--- config.mk ---
export PLATFORM = sky130hd
export DESIGN_NAME = acc_sample_start_ctrl
export DESIGN_NICKNAME = d
export VERILOG_FILES = /design/src/verilog/acc_pkg.sv /design/src/verilog/acc_sample_start_ctrl.sv /design/src/verilog/acc_sync2.sv
export SDC_FILE = /design/constraint.sdc
export NUM_CORES = 1
export LEC_CHECK = 0
export BUFFER_PORTS_ARGS = -buffer_cell sky130_fd_sc_hd__buf_4
export CORE_MARGIN = 3
export CORE_UTILIZATION = 50
export CTS_BUF_LIST = sky130_fd_sc_hd__clkbuf_16
export DETAILED_ROUTE_END_ITERATION = 10
export GPL_TIMING_DRIVEN = 0
export PLACE_DENSITY = 0.76
export REMOVE_ABC_BUFFERS = 1
export SLEW_MARGIN = 5
export SYNTH_ARGS = -nofsm -noshare
export SYNTH_HDL_FRONTEND = slang
export SYNTH_SLANG_ARGS = --single-unit
export TNS_END_PERCENT = 30
--- constraint.sdc ---
create_clock -name SYS_CLK -period 4.55 [get_ports SYS_CLK]
set_clock_uncertainty 0.15 [all_clocks]
set_input_delay 0 -clock SYS_CLK [delete_from_list [all_inputs] [get_ports SYS_CLK]]
set_output_delay 0 -clock SYS_CLK [all_outputs]
set_load 0.1 [all_outputs]
--- src/verilog/acc_pkg.sv ---
// shared constants, types and register map of the conversion control block
package acc_pkg;

  // timing, in master clock cycles
  localparam int          SAMPLE_START_CYCLES = 1624;            // filter settling per word
  localparam int          CAL_CYCLES  = 3248;            // self-calibration length
  localparam int          READY_LEAD  = 2;               // ready release ahead of update
  localparam int          CNT_W       = 13;              // wide enough for CAL_CYCLES
  localparam logic [12:0] SAMPLE_START_LOAD   = 13'(SAMPLE_START_CYCLES - 1);
  localparam logic [12:0] CAL_LOAD    = 13'(CAL_CYCLES - 1);
  localparam logic [12:0] LEAD_CNT    = 13'(READY_LEAD);

  // result word
  localparam int         WORD_BITS = 20;
  localparam logic [4:0] LAST_BIT  = 5'(WORD_BITS - 1);

  // axi4-lite register map, byte addresses
  localparam int         ADDR_W      = 8;
  localparam logic [7:0] ADDR_CTRL   = 8'h00;
  localparam logic [7:0] ADDR_STATUS = 8'h04;
  localparam logic [7:0] ADDR_RESULT = 8'h08;
  localparam logic [7:0] ADDR_OFFSET = 8'h0c;

  // control fields
  localparam int   CTRL_RUN_BIT = 0;
  localparam logic CTRL_RUN_RST = 1'b1;

  // status fields
  localparam int ST_MODE_LSB  = 0;   // two bits
  localparam int ST_CAL_DONE  = 2;
  localparam int ST_CHAN      = 3;
  localparam int ST_RANGE     = 4;
  localparam int ST_PORT_FULL = 5;
  localparam int ST_READY_N   = 6;

  // bus responses
  localparam logic [1:0] RESP_OKAY   = 2'h0;
  localparam logic [1:0] RESP_SLVERR = 2'h2;

  // sequencer modes
  typedef enum logic [1:0] {
    ACC_IDLE = 2'b00,
    ACC_CAL  = 2'b01,
    ACC_SAMPLE_START = 2'b10
  } acc_mode_e;

  // control pins, grouped for one synchroniser
  typedef struct packed {
    logic sclk;    // serial shift clock
    logic sel_n;   // port select, active low
    logic chan;    // channel_select
    logic bip;     // signed_range_select
    logic trim;    // trim request
    logic start;   // sample_start
  } acc_pins_s;

  // whole state of the top module
  typedef struct packed {
    acc_mode_e         mode;
    logic [CNT_W-1:0]  cnt;
    logic              start_prev;
    logic              sclk_prev;
    logic              chan;
    logic              run;
    logic              cal_done;
    logic [19:0]       offset;
    logic [19:0]       result;
    logic [19:0]       shreg;
    logic [4:0]        bit_cnt;
    logic              port_full;
    logic              armed;
    logic              sdo;
    logic              sdo_en;
    logic              rdy_n;
    logic              aw_got;
    logic [ADDR_W-1:0] awaddr;
    logic              w_got;
    logic [31:0]       wdata;
    logic [3:0]        wstrb;
    logic              awready;
    logic              wready;
    logic              bvalid;
    logic [1:0]        bresp;
    logic              arready;
    logic              rvalid;
    logic [31:0]       rdata;
    logic [1:0]        rresp;
  } acc_state_s;

  // mode named on its own; an enum field cannot take the plain zero default
  localparam acc_state_s ACC_STATE_RST = '{mode: ACC_IDLE, rdy_n: 1'b1, run: CTRL_RUN_RST,
                                           default: '0};

endpackage : acc_pkg

--- src/verilog/acc_sample_start_ctrl.sv ---
// conversion sequencer, output coding, serial port and axi4-lite registers
//
// Our own choices: the AXI4-Lite register port and the address map.
`timescale 1ns/1ps
// Notes on behaviour
// - start rise with trim high: self-calibrate
// - start rise with trim low: one conversion
// - start held high, trim low: continuous conversions
// - range select high bipolar, low unipolar
// - channel select 0 pair one, 1 pair two
// - channel latched only on start rising edge
// - undriven channel select reads as zero; this block has no pull-down, so an undriven pin reads unknown
// - bipolar code is offset binary
// - shift clock alone paces serial output
// - conversion takes 1624 master clock cycles
// - load word only if port empty or deselected
// - word ready goes low on port load
// - first rise arms, later falls shift bits
module acc_sample_start_ctrl
  import acc_pkg::*;
(
  input  wire logic              SYS_CLK,
  input  wire logic              RST_B,
  input  wire logic              SAMPLE_START,
  input  wire logic              TRIM_REQUEST,
  input  wire logic              SIGNED_RANGE_SELECT,
  input  wire logic              CHANNEL_SELECT,
  input  wire logic              PORT_SELECT_N,
  input  wire logic              SHIFT_CLK,
  input  wire logic [19:0]       FILTER_WORD,
  output logic                   SERIAL_OUT,
  output logic                   SERIAL_OUT_EN,
  output logic                   WORD_READY_N,
  output logic                   CHANNEL_ACTIVE,
  input  wire logic              S_AXI_AWVALID,
  output logic                   S_AXI_AWREADY,
  input  wire logic [ADDR_W-1:0] S_AXI_AWADDR,
  input  wire logic              S_AXI_WVALID,
  output logic                   S_AXI_WREADY,
  input  wire logic [31:0]       S_AXI_WDATA,
  input  wire logic [3:0]        S_AXI_WSTRB,
  output logic                   S_AXI_BVALID,
  input  wire logic              S_AXI_BREADY,
  output logic [1:0]             S_AXI_BRESP,
  input  wire logic              S_AXI_ARVALID,
  output logic                   S_AXI_ARREADY,
  input  wire logic [ADDR_W-1:0] S_AXI_ARADDR,
  output logic                   S_AXI_RVALID,
  input  wire logic              S_AXI_RREADY,
  output logic [31:0]            S_AXI_RDATA,
  output logic [1:0]             S_AXI_RRESP
);

  acc_state_s q;          // registered state
  acc_state_s n;          // next state
  acc_pins_s  pins_raw;   // pins as they arrive
  acc_pins_s  pins;       // pins after two flops
  logic       start_rise; // one-cycle start edge
  logic       sclk_rise;  // shift clock rising
  logic       sclk_fall;  // shift clock falling
  logic [19:0] corr;      // offset-corrected filter word
  logic [19:0] code;      // formatted output code

  assign pins_raw = '{sclk: SHIFT_CLK, sel_n: PORT_SELECT_N, chan: CHANNEL_SELECT,
                      bip: SIGNED_RANGE_SELECT, trim: TRIM_REQUEST, start: SAMPLE_START};

  // every control pin is asynchronous to the master clock
  acc_sync2 #(
    .W ($bits(acc_pins_s))
  ) u_pin_sync (
    .clk   (SYS_CLK),
    .rst_b (RST_B),
    .d     (pins_raw),
    .q     (pins)
  );

  // edges come from the synchronised copies only
  assign start_rise = pins.start & ~q.start_prev;
  assign sclk_rise  = pins.sclk & ~q.sclk_prev;
  assign sclk_fall  = ~pins.sclk & q.sclk_prev;

  // output coding; offset removed before range formatting
  always_comb begin
    corr = FILTER_WORD - q.offset;
    if (pins.bip) begin
      code = {~corr[19], corr[18:0]};
    end else if (corr[19]) begin
      code = '0; // negative input clamps in unipolar range
    end else begin
      code = {corr[18:0], 1'b0}; // unipolar spans the positive half only
    end
  end

  // next state: sequencer, serial port, bus slave
  always_comb begin
    n            = q;
    n.start_prev = pins.start;
    n.sclk_prev  = pins.sclk;

    // serial port; the shift clock sets the pace, not the master clock
    if (pins.sel_n) begin
      n.armed = 1'b0; // deselect drops the arming, word is kept
    end else if (q.port_full && q.sdo_en) begin
      if (sclk_rise) begin
        n.armed = 1'b1;
      end else if (sclk_fall && q.armed) begin
        if (q.bit_cnt == LAST_BIT) begin
          n.port_full = 1'b0; // lsb gone, port empty
          n.rdy_n     = 1'b1;
          n.armed     = 1'b0;
        end else begin
          n.shreg   = {q.shreg[18:0], 1'b0};
          n.bit_cnt = q.bit_cnt + 5'h1;
        end
      end
    end

    // sequencer
    case (q.mode)
      ACC_IDLE: begin
        if (start_rise && q.run) begin
          if (pins.trim) begin
            n.mode = ACC_CAL;
            n.cnt  = CAL_LOAD;
          end else begin
            n.mode = ACC_SAMPLE_START;
            n.cnt  = SAMPLE_START_LOAD;
            n.chan = pins.chan;
          end
        end
      end
      ACC_CAL: begin
        if (q.cnt == '0) begin
          n.offset   = FILTER_WORD; // offset trim captured from the filter word
          n.cal_done = 1'b1;
          n.mode     = ACC_IDLE;
        end else begin
          n.cnt = q.cnt - 13'h1;
        end
      end
      ACC_SAMPLE_START: begin
        // a deselected full port gives up its word ahead of the update
        if (q.cnt == LEAD_CNT && pins.sel_n && q.port_full) begin
          n.rdy_n = 1'b1;
        end
        if (q.cnt == '0) begin
          n.result = code;
          if (!q.port_full || pins.sel_n) begin
            n.shreg     = code;
            n.bit_cnt   = '0;
            n.port_full = 1'b1;
            n.armed     = 1'b0;
            n.rdy_n     = 1'b0;
          end
          if (pins.start && !pins.trim && q.run) begin
            n.cnt = SAMPLE_START_LOAD;
          end else begin
            n.mode = ACC_IDLE;
          end
        end else begin
          n.cnt = q.cnt - 13'h1;
        end
      end
      default: begin
        n.mode = ACC_IDLE; // unused code recovers
      end
    endcase

    // pin drivers follow the next port state so they stay registered
    n.sdo_en = n.port_full & ~pins.sel_n;
    n.sdo    = n.shreg[19];

    // write channel: address and data may arrive in either order
    if (S_AXI_AWVALID && q.awready) begin
      n.aw_got = 1'b1;
      n.awaddr = S_AXI_AWADDR;
    end
    if (S_AXI_WVALID && q.wready) begin
      n.w_got = 1'b1;
      n.wdata = S_AXI_WDATA;
      n.wstrb = S_AXI_WSTRB;
    end
    if (q.bvalid && S_AXI_BREADY) begin
      n.bvalid = 1'b0;
    end
    if (n.aw_got && n.w_got && !q.bvalid) begin
      n.aw_got = 1'b0;
      n.w_got  = 1'b0;
      n.bvalid = 1'b1;
      n.bresp  = RESP_OKAY;
      if (n.awaddr == ADDR_CTRL) begin
        if (n.wstrb[0]) begin
          n.run = n.wdata[CTRL_RUN_BIT]; // stops new starts, current one ends
        end
      end else if (n.awaddr == ADDR_STATUS || n.awaddr == ADDR_RESULT ||
                   n.awaddr == ADDR_OFFSET) begin
        n.bresp = RESP_OKAY; // read-only, write ignored
      end else begin
        n.bresp = RESP_SLVERR; // unmapped
      end
    end

    // read channel: data one cycle after the address is taken
    if (q.rvalid && S_AXI_RREADY) begin
      n.rvalid = 1'b0;
    end
    if (S_AXI_ARVALID && q.arready) begin
      n.rvalid = 1'b1;
      n.rresp  = RESP_OKAY;
      n.rdata  = '0;
      if (S_AXI_ARADDR == ADDR_CTRL) begin
        n.rdata[CTRL_RUN_BIT] = q.run;
      end else if (S_AXI_ARADDR == ADDR_STATUS) begin
        n.rdata[ST_MODE_LSB+:2] = q.mode;
        n.rdata[ST_CAL_DONE]    = q.cal_done;
        n.rdata[ST_CHAN]        = q.chan;
        n.rdata[ST_RANGE]       = pins.bip;
        n.rdata[ST_PORT_FULL]   = q.port_full;
        n.rdata[ST_READY_N]     = q.rdy_n;
      end else if (S_AXI_ARADDR == ADDR_RESULT) begin
        n.rdata[19:0] = q.result;
      end else if (S_AXI_ARADDR == ADDR_OFFSET) begin
        n.rdata[19:0] = q.offset;
      end else begin
        n.rresp = RESP_SLVERR; // unmapped reads zero
      end
    end

    // one write and one read in flight at most
    n.awready = ~n.aw_got & ~n.bvalid;
    n.wready  = ~n.w_got & ~n.bvalid;
    n.arready = ~n.rvalid;
  end

  // single state register, synchronous reset
  always_ff @(posedge SYS_CLK) begin
    if (!RST_B) begin
      q <= ACC_STATE_RST;
    end else begin
      q <= n;
    end
  end

  // outputs straight from state flops
  assign SERIAL_OUT     = q.sdo;
  assign SERIAL_OUT_EN  = q.sdo_en;
  assign WORD_READY_N   = q.rdy_n;
  assign CHANNEL_ACTIVE = q.chan;
  assign S_AXI_AWREADY  = q.awready;
  assign S_AXI_WREADY   = q.wready;
  assign S_AXI_BVALID   = q.bvalid;
  assign S_AXI_BRESP    = q.bresp;
  assign S_AXI_ARREADY  = q.arready;
  assign S_AXI_RVALID   = q.rvalid;
  assign S_AXI_RDATA    = q.rdata;
  assign S_AXI_RRESP    = q.rresp;

endmodule : acc_sample_start_ctrl

--- src/verilog/acc_sync2.sv ---
// two flip-flop synchroniser for a group of pin levels
`timescale 1ns/1ps
module acc_sync2 #(
  parameter int W = 1
) (
  input  wire logic         clk,
  input  wire logic         rst_b,
  input  wire logic [W-1:0] d,
  output logic      [W-1:0] q
);
  logic [W-1:0] meta_q;   // first stage, read only by the second

  // both stages clear on reset so no unknown level reaches the sequencer
  always_ff @(posedge clk) begin
    if (!rst_b) begin
      meta_q <= '0;
      q      <= '0;
    end else begin
      meta_q <= d;
      q      <= meta_q;
    end
  end
endmodule : acc_sync2

# Word level (Yosys, flattened, before mapping)

Cells that the tools add are included.
Widths: inputs -> output; s select.

Bits in registers: 177
Input bits: 85
Output and inout port bits: 45
Logic and storage cells: 151

Add/subtract/negate cells: 3
Equality and inequality tests: 16
Mux-type cells: 52
Bitwise operators: 16
Reduce and logical (&&, ||, !) cells: 31

Operator list:

| cell                  | number |
|---|---|
| $mux 27               | 5 |
| $mux 20               | 4 |
| $mux 13               | 4 |
| $mux 26               | 2 |
| $pmux 13 s3           | 1 |
| $mux 37               | 1 |
| $mux 35               | 1 |
| $eq 8x4->1 const B    | 4 |
| $mux 15               | 2 |
| $mux 25               | 1 |
| $mux 2                | 10 |
| $sub 20x20->20        | 1 |
| $mux 19               | 1 |
| $eq 8x3->1 const B    | 2 |
| $logic_not 8->1       | 2 |
| $mux 1                | 16 |
| $logic_and 1x1->1     | 14 |
| $eq 13x2->1 const B   | 1 |
| $logic_not 13->1      | 1 |
| $sub 13x1->13 const B | 1 |
| $ne 2x2->1 const B    | 5 |
| $not 1->1             | 10 |
| $mux 9                | 1 |
| $reduce_and 4->1      | 2 |
| 15 further kinds      | 26 |

# Logic depth before layout (Yosys ltp)

Depth in word-level cells: 11
Depth in mapped cells: 12
Mapped depth without buffers: 11

# Cells and area by module

From an unflattened synthesis, not the netlist that was laid out.

Cells, all modules: 902
Area total of the unflattened synthesis: 7,357.1 µm²

Modules (own cells, without submodules):

| module                | times used | cells each | area an instance (µm²) | seq. area each (µm²) |
|---|---|---|---|---|
| acc_sample_start_ctrl | 1          | 877        | 7,020.5                | 2,562.5 |
| acc_sync2             | 1          | 25         | 336.6                  | 240.2 |

# Worst setup path before layout

OpenSTA, ideal clock, no wires.

Kind: reg2reg
Start point: register q, in the netlist SERIAL_OUT_EN
End point: register q[116] (netlist name)
Library setup time: 0.123 ns
Arrival time: 2.382 ns
Required time: 4.277 ns
Path slack: 1.895 ns
Stages on the path, launching flop included: 8
Buffers on the path: 2
Period minus slack after synthesis: 2.655 ns
Path through: dfxtp_1 -> and3_1 -> nor2b_1 -> clkbuf_1 -> buf_2 -> mux2_2 -> o21ai_0 -> a21oi_1

Cells in the longest elaborated chain, start to end: 6

RTL lines:

| what                     | line                         | RTL |
|---|---|---|
| start: declaration       | acc_sample_start_ctrl.sv:54  | `acc_state_s q;` |
| start signal: assignment | acc_sample_start_ctrl.sv:240 | `q <= n;` |
| $logic_and 1x1->1 *      | acc_sample_start_ctrl.sv:103 | `end else if (q.port_full && q.sdo_en) begin` |
| $mux 27 *                | acc_sample_start_ctrl.sv:103 |  |
| $mux 26 *                | acc_sample_start_ctrl.sv:101 | `if (pins.sel_n) begin` |
| $mux 27                  | acc_sample_start_ctrl.sv:148 | `if (!q.port_full \|\| pins.sel_n) begin` |
| $mux 27                  | acc_sample_start_ctrl.sv:146 | `if (q.cnt == '0) begin` |
| $mux 27 *                | acc_sample_start_ctrl.sv:119 | `case (q.mode)` |

Mark *: on every way between the ends. The rest lies on a longest branch, timed or not.
A chain may end at the register's enable or synchronous reset.

# Worst setup path after layout

Start point: register q[170] (netlist name)
End point: register q[99] (netlist name)

Cells in the longest elaborated chain, start to end: 3

RTL lines:

| what             | line |
|---|---|
| $logic_not 13->1 | acc_sample_start_ctrl.sv:146 |
| $mux 27          | acc_sample_start_ctrl.sv:146 |
| $mux 27          | acc_sample_start_ctrl.sv:119 |

Every way passes these cells.

==> run summary <==
• most frequent cells in the layout: dfxtp_1, nand2_1, buf_4, o21ai_0, dlygate4sd3_1
• global route overflow: 0
• number of synthesized flops with an enable pin: 0
• maximum number of pins on one net before global-route repair: 135
• number of distinct library cells after synthesis: 67
• via count of the first global-routing pass: 6256
• Synth Cell Area: 7590 sq um
• Yosys reg bits: 140
• hold violation count in the final report: 0
• critical path start-end classification: reg -> reg
• most common library cell in the layout ignoring fill and taps: dfxtp_1
• routed length per instance: 15.7 um
• initial DRC count: 552
• Die W: 129 um
• endpoint kind of the worst setup timing path: flop
• clock input transition at the sequential cells of the worst setup and hold paths: 60 ps
• ratio of routed vias to standard cells: 5.68
• power share of the combinational group: 18.6%
• gpl congestion: 0.847
• maximum count of clock buffers along a single path: 2
• # nets final: 1104
• run status: completed
• placeable core region: 14700 sq um
• clock root cell: clkbuf_16
• fraction of final layout cells sized beyond drive strength 1: 14.0%
• cell-by-cell listing of the critical path: nor4_1 -> and3_1 -> and3_2 -> and2_1 -> o21ai_0 -> a31oi_1
• CP max-delay cell: and2_1
• antenna-violating nets left: 0
• initial core utilization: 51.6%
• mean area per synthesized cell: 8.32 sq um
• Yosys warning count: 0
• Synth-to-Final Area Change: 20.2%
• Top Ports: 130
• power share of the clock group: 41.4%
• worst path arrival time: 3650 ps
• Static Leakage: 3.51 nW
• clk sinks: 140
• largest fanout on the critical path: 41
• final worst path period need: 3440 ps
• final-report setup violation count: 0
• FMAX: 290 MHz
• # DRC: 0
• switching fraction of total power: 30.1%
• critical path data required time: 4760 ps
• slew at the pin with the worst max-slew slack: 1200 ps
• fin crit share: 75.7%
• final design area excluding fillers: 9130 sq um
• # H-tree levels: 4
• routed via count: 6742
• clock latency on the worst-skew pair: 430 ps
• post-synthesis async set-or-reset flop share: 0%
• Startpoint Class: flop
• count of instances resized after the clock tree is built: 0
• total count of max-transition violations in the final report: 0
• Num CTS Buffers: 17
• number of maximum-capacitance constraint violations: 0
• net switching power figure: 0.984 mW
• setup TNS after final layout: 0 ps
• internal power component: 2.28 mW
• cell area power density: 358 nW/um^2
• number of buffer cells added on primary ports: 81
• Post-CTS Setup Bufs: 0
• number of antenna repair diodes: 0
• peak supply drop: 0.302 mV
• wire length of the first global-routing pass: 30300 um
• worst rel slew slack: 19.9%
• share of total power in sequential cells: 40.0%
• cell count after synthesis: 912
• pre-CTS setup slack: 1160 ps
• TritonCTS clock tree: built
• share of the yosys chip area belonging to registers: 36.9%
• die height: 129 um
• antenna violations before repair: 0
• global-route usage over all layers: 22.2%
• Die ar.: 16700 sq um
• CP max stage delay: 840 ps
• Final HPWL DP: 11900 um
• DR pass1 iterations: 5
• crit path setup slack, layout: 1110 ps
• Core Rows: 44
• end-of-flow core utilization: 62.1%
• RSZ-0062 raised after global routing: false
• instance area after placement: 8010 sq um
• Worst Hold Class: in -> reg
• drt total wl: 18600 um
• most common flop cell mapped by yosys: dfxtp_1
-- cell usage after synthesis, types with 11 or more instances --
library cell	instances	area, sq um
a221oi_1	16	140
and2_1	27	169
buf_2	14	70.1
nand2_1	115	432
o21ai_1	12	60.1
nor3b_1	17	128
mux2i_1	11	110
nor2_1	44	165
ha_1	27	338
buf_4	38	285
xor2_1	12	105
a21boi_0	34	255
nor3_1	22	110
a21oi_1	34	170
clkbuf_1	35	131
a31oi_1	33	206
mux2_2	16	180
o21ai_0	67	335
nor2b_1	21	131
a22oi_1	13	97.6
xnor2_1	11	96.3
inv_1	34	128
dfxtp_1	140	2800
-- registers in the layout (all words and copies together) (netlist names), 6 cells and up --
register	cells
S_AXI_RDATA	20
q	98
u_pin_sync.meta_q	6
u_pin_sync.q	6
-- final timing paths --
path | start | to | slack [ps] | depth (start not counted)
worst max-delay path | q[170]$_SDFFE_PN0P_ | q[99]$_SDFF_PN0_ | 1110 | 6
worst min-delay path | RST_B | q[158]$_SDFFE_PN1P_ | 7 | 2
worst max register to register | q[170]$_SDFFE_PN0P_ | q[99]$_SDFF_PN0_ | 1110 | 6
worst min register to register | q[77]$_SDFF_PN0_ | S_AXI_WREADY$_SDFF_PN0_ | 270 | 1
-- routing by layer --
layer  GRT usage [%]  share of wire, %  up-vias  routed length (um)
met4            8.77               2.0        0                 366
met1            28.7                46     3141                8550
met3            4.49               4.8       30                 894
li1                -                 -     3382                   -
met2            36.4                47      189                8820
met5               0                 0        -                   0
-- critical path: cells and delay by family (launching register included) --
family / cells / cell delay, ps
AOI/OAI and AO/OA: 2 / 440
and+or+nand+nor: 4 / 2420
DFF: 1 / 350
-- what timing repair did --
item | CTS | global route
endpoints found under the setup margin | 0 | 0
hold buffers | 54 | 0
endpoints found under the hold margin | 55 | 0
-- metrics by stage --
stage / hold slack [ps] / power, mW / std cells
2_1_floorplan: -88.1 / 1.74 / 835
3_3_place_gp: 58.2 / 1.88 / 1100
3_5_place_dp: 61.0 / 1.89 / 1102
4_1_cts: 3.45 / 3.26 / 1187
5_1_grt: 58.4 / 3.38 / 1187
6_report: 6.76 / 3.27 / 1187
-- power by group through the flow --
stage / clock [mW] / combinational [mW] / sequential, mW
CTS: 1.36 / 0.600 / 1.30
detailed placement: 0 / 0.560 / 1.33
global route: 1.41 / 0.660 / 1.31
finish: 1.35 / 0.609 / 1.31
floorplan: 0 / 0.318 / 1.42
global placement: 0 / 0.553 / 1.33
-- cells by family (layout without fill, tap and decap cells) --
kind of cell,Yosys count,after routing,synth area share [%]
AOI/OAI and AO/OA,268,268,23.4
xor gates and xnor gates,23,23,2.65
adders and majority gates,28,28,4.71
buffers and inverters,124,202,8.54
DFF,140,140,36.9
muxes,28,28,4.12
other,1,14,0.0494
and+or+nand+nor,300,300,19.6
-- area by class of cell --
cell class / count / area, sq um
fillers: 1229 / 5570
multi-input cells: 661 / 4200
flip-flops and latches: 140 / 2800
repair buffers: 137 / 1190
clock buffers: 17 / 425
well taps: 184 / 230
clock inverters: 14 / 149
inverters: 34 / 128
(Power assumes the default switching activity.)
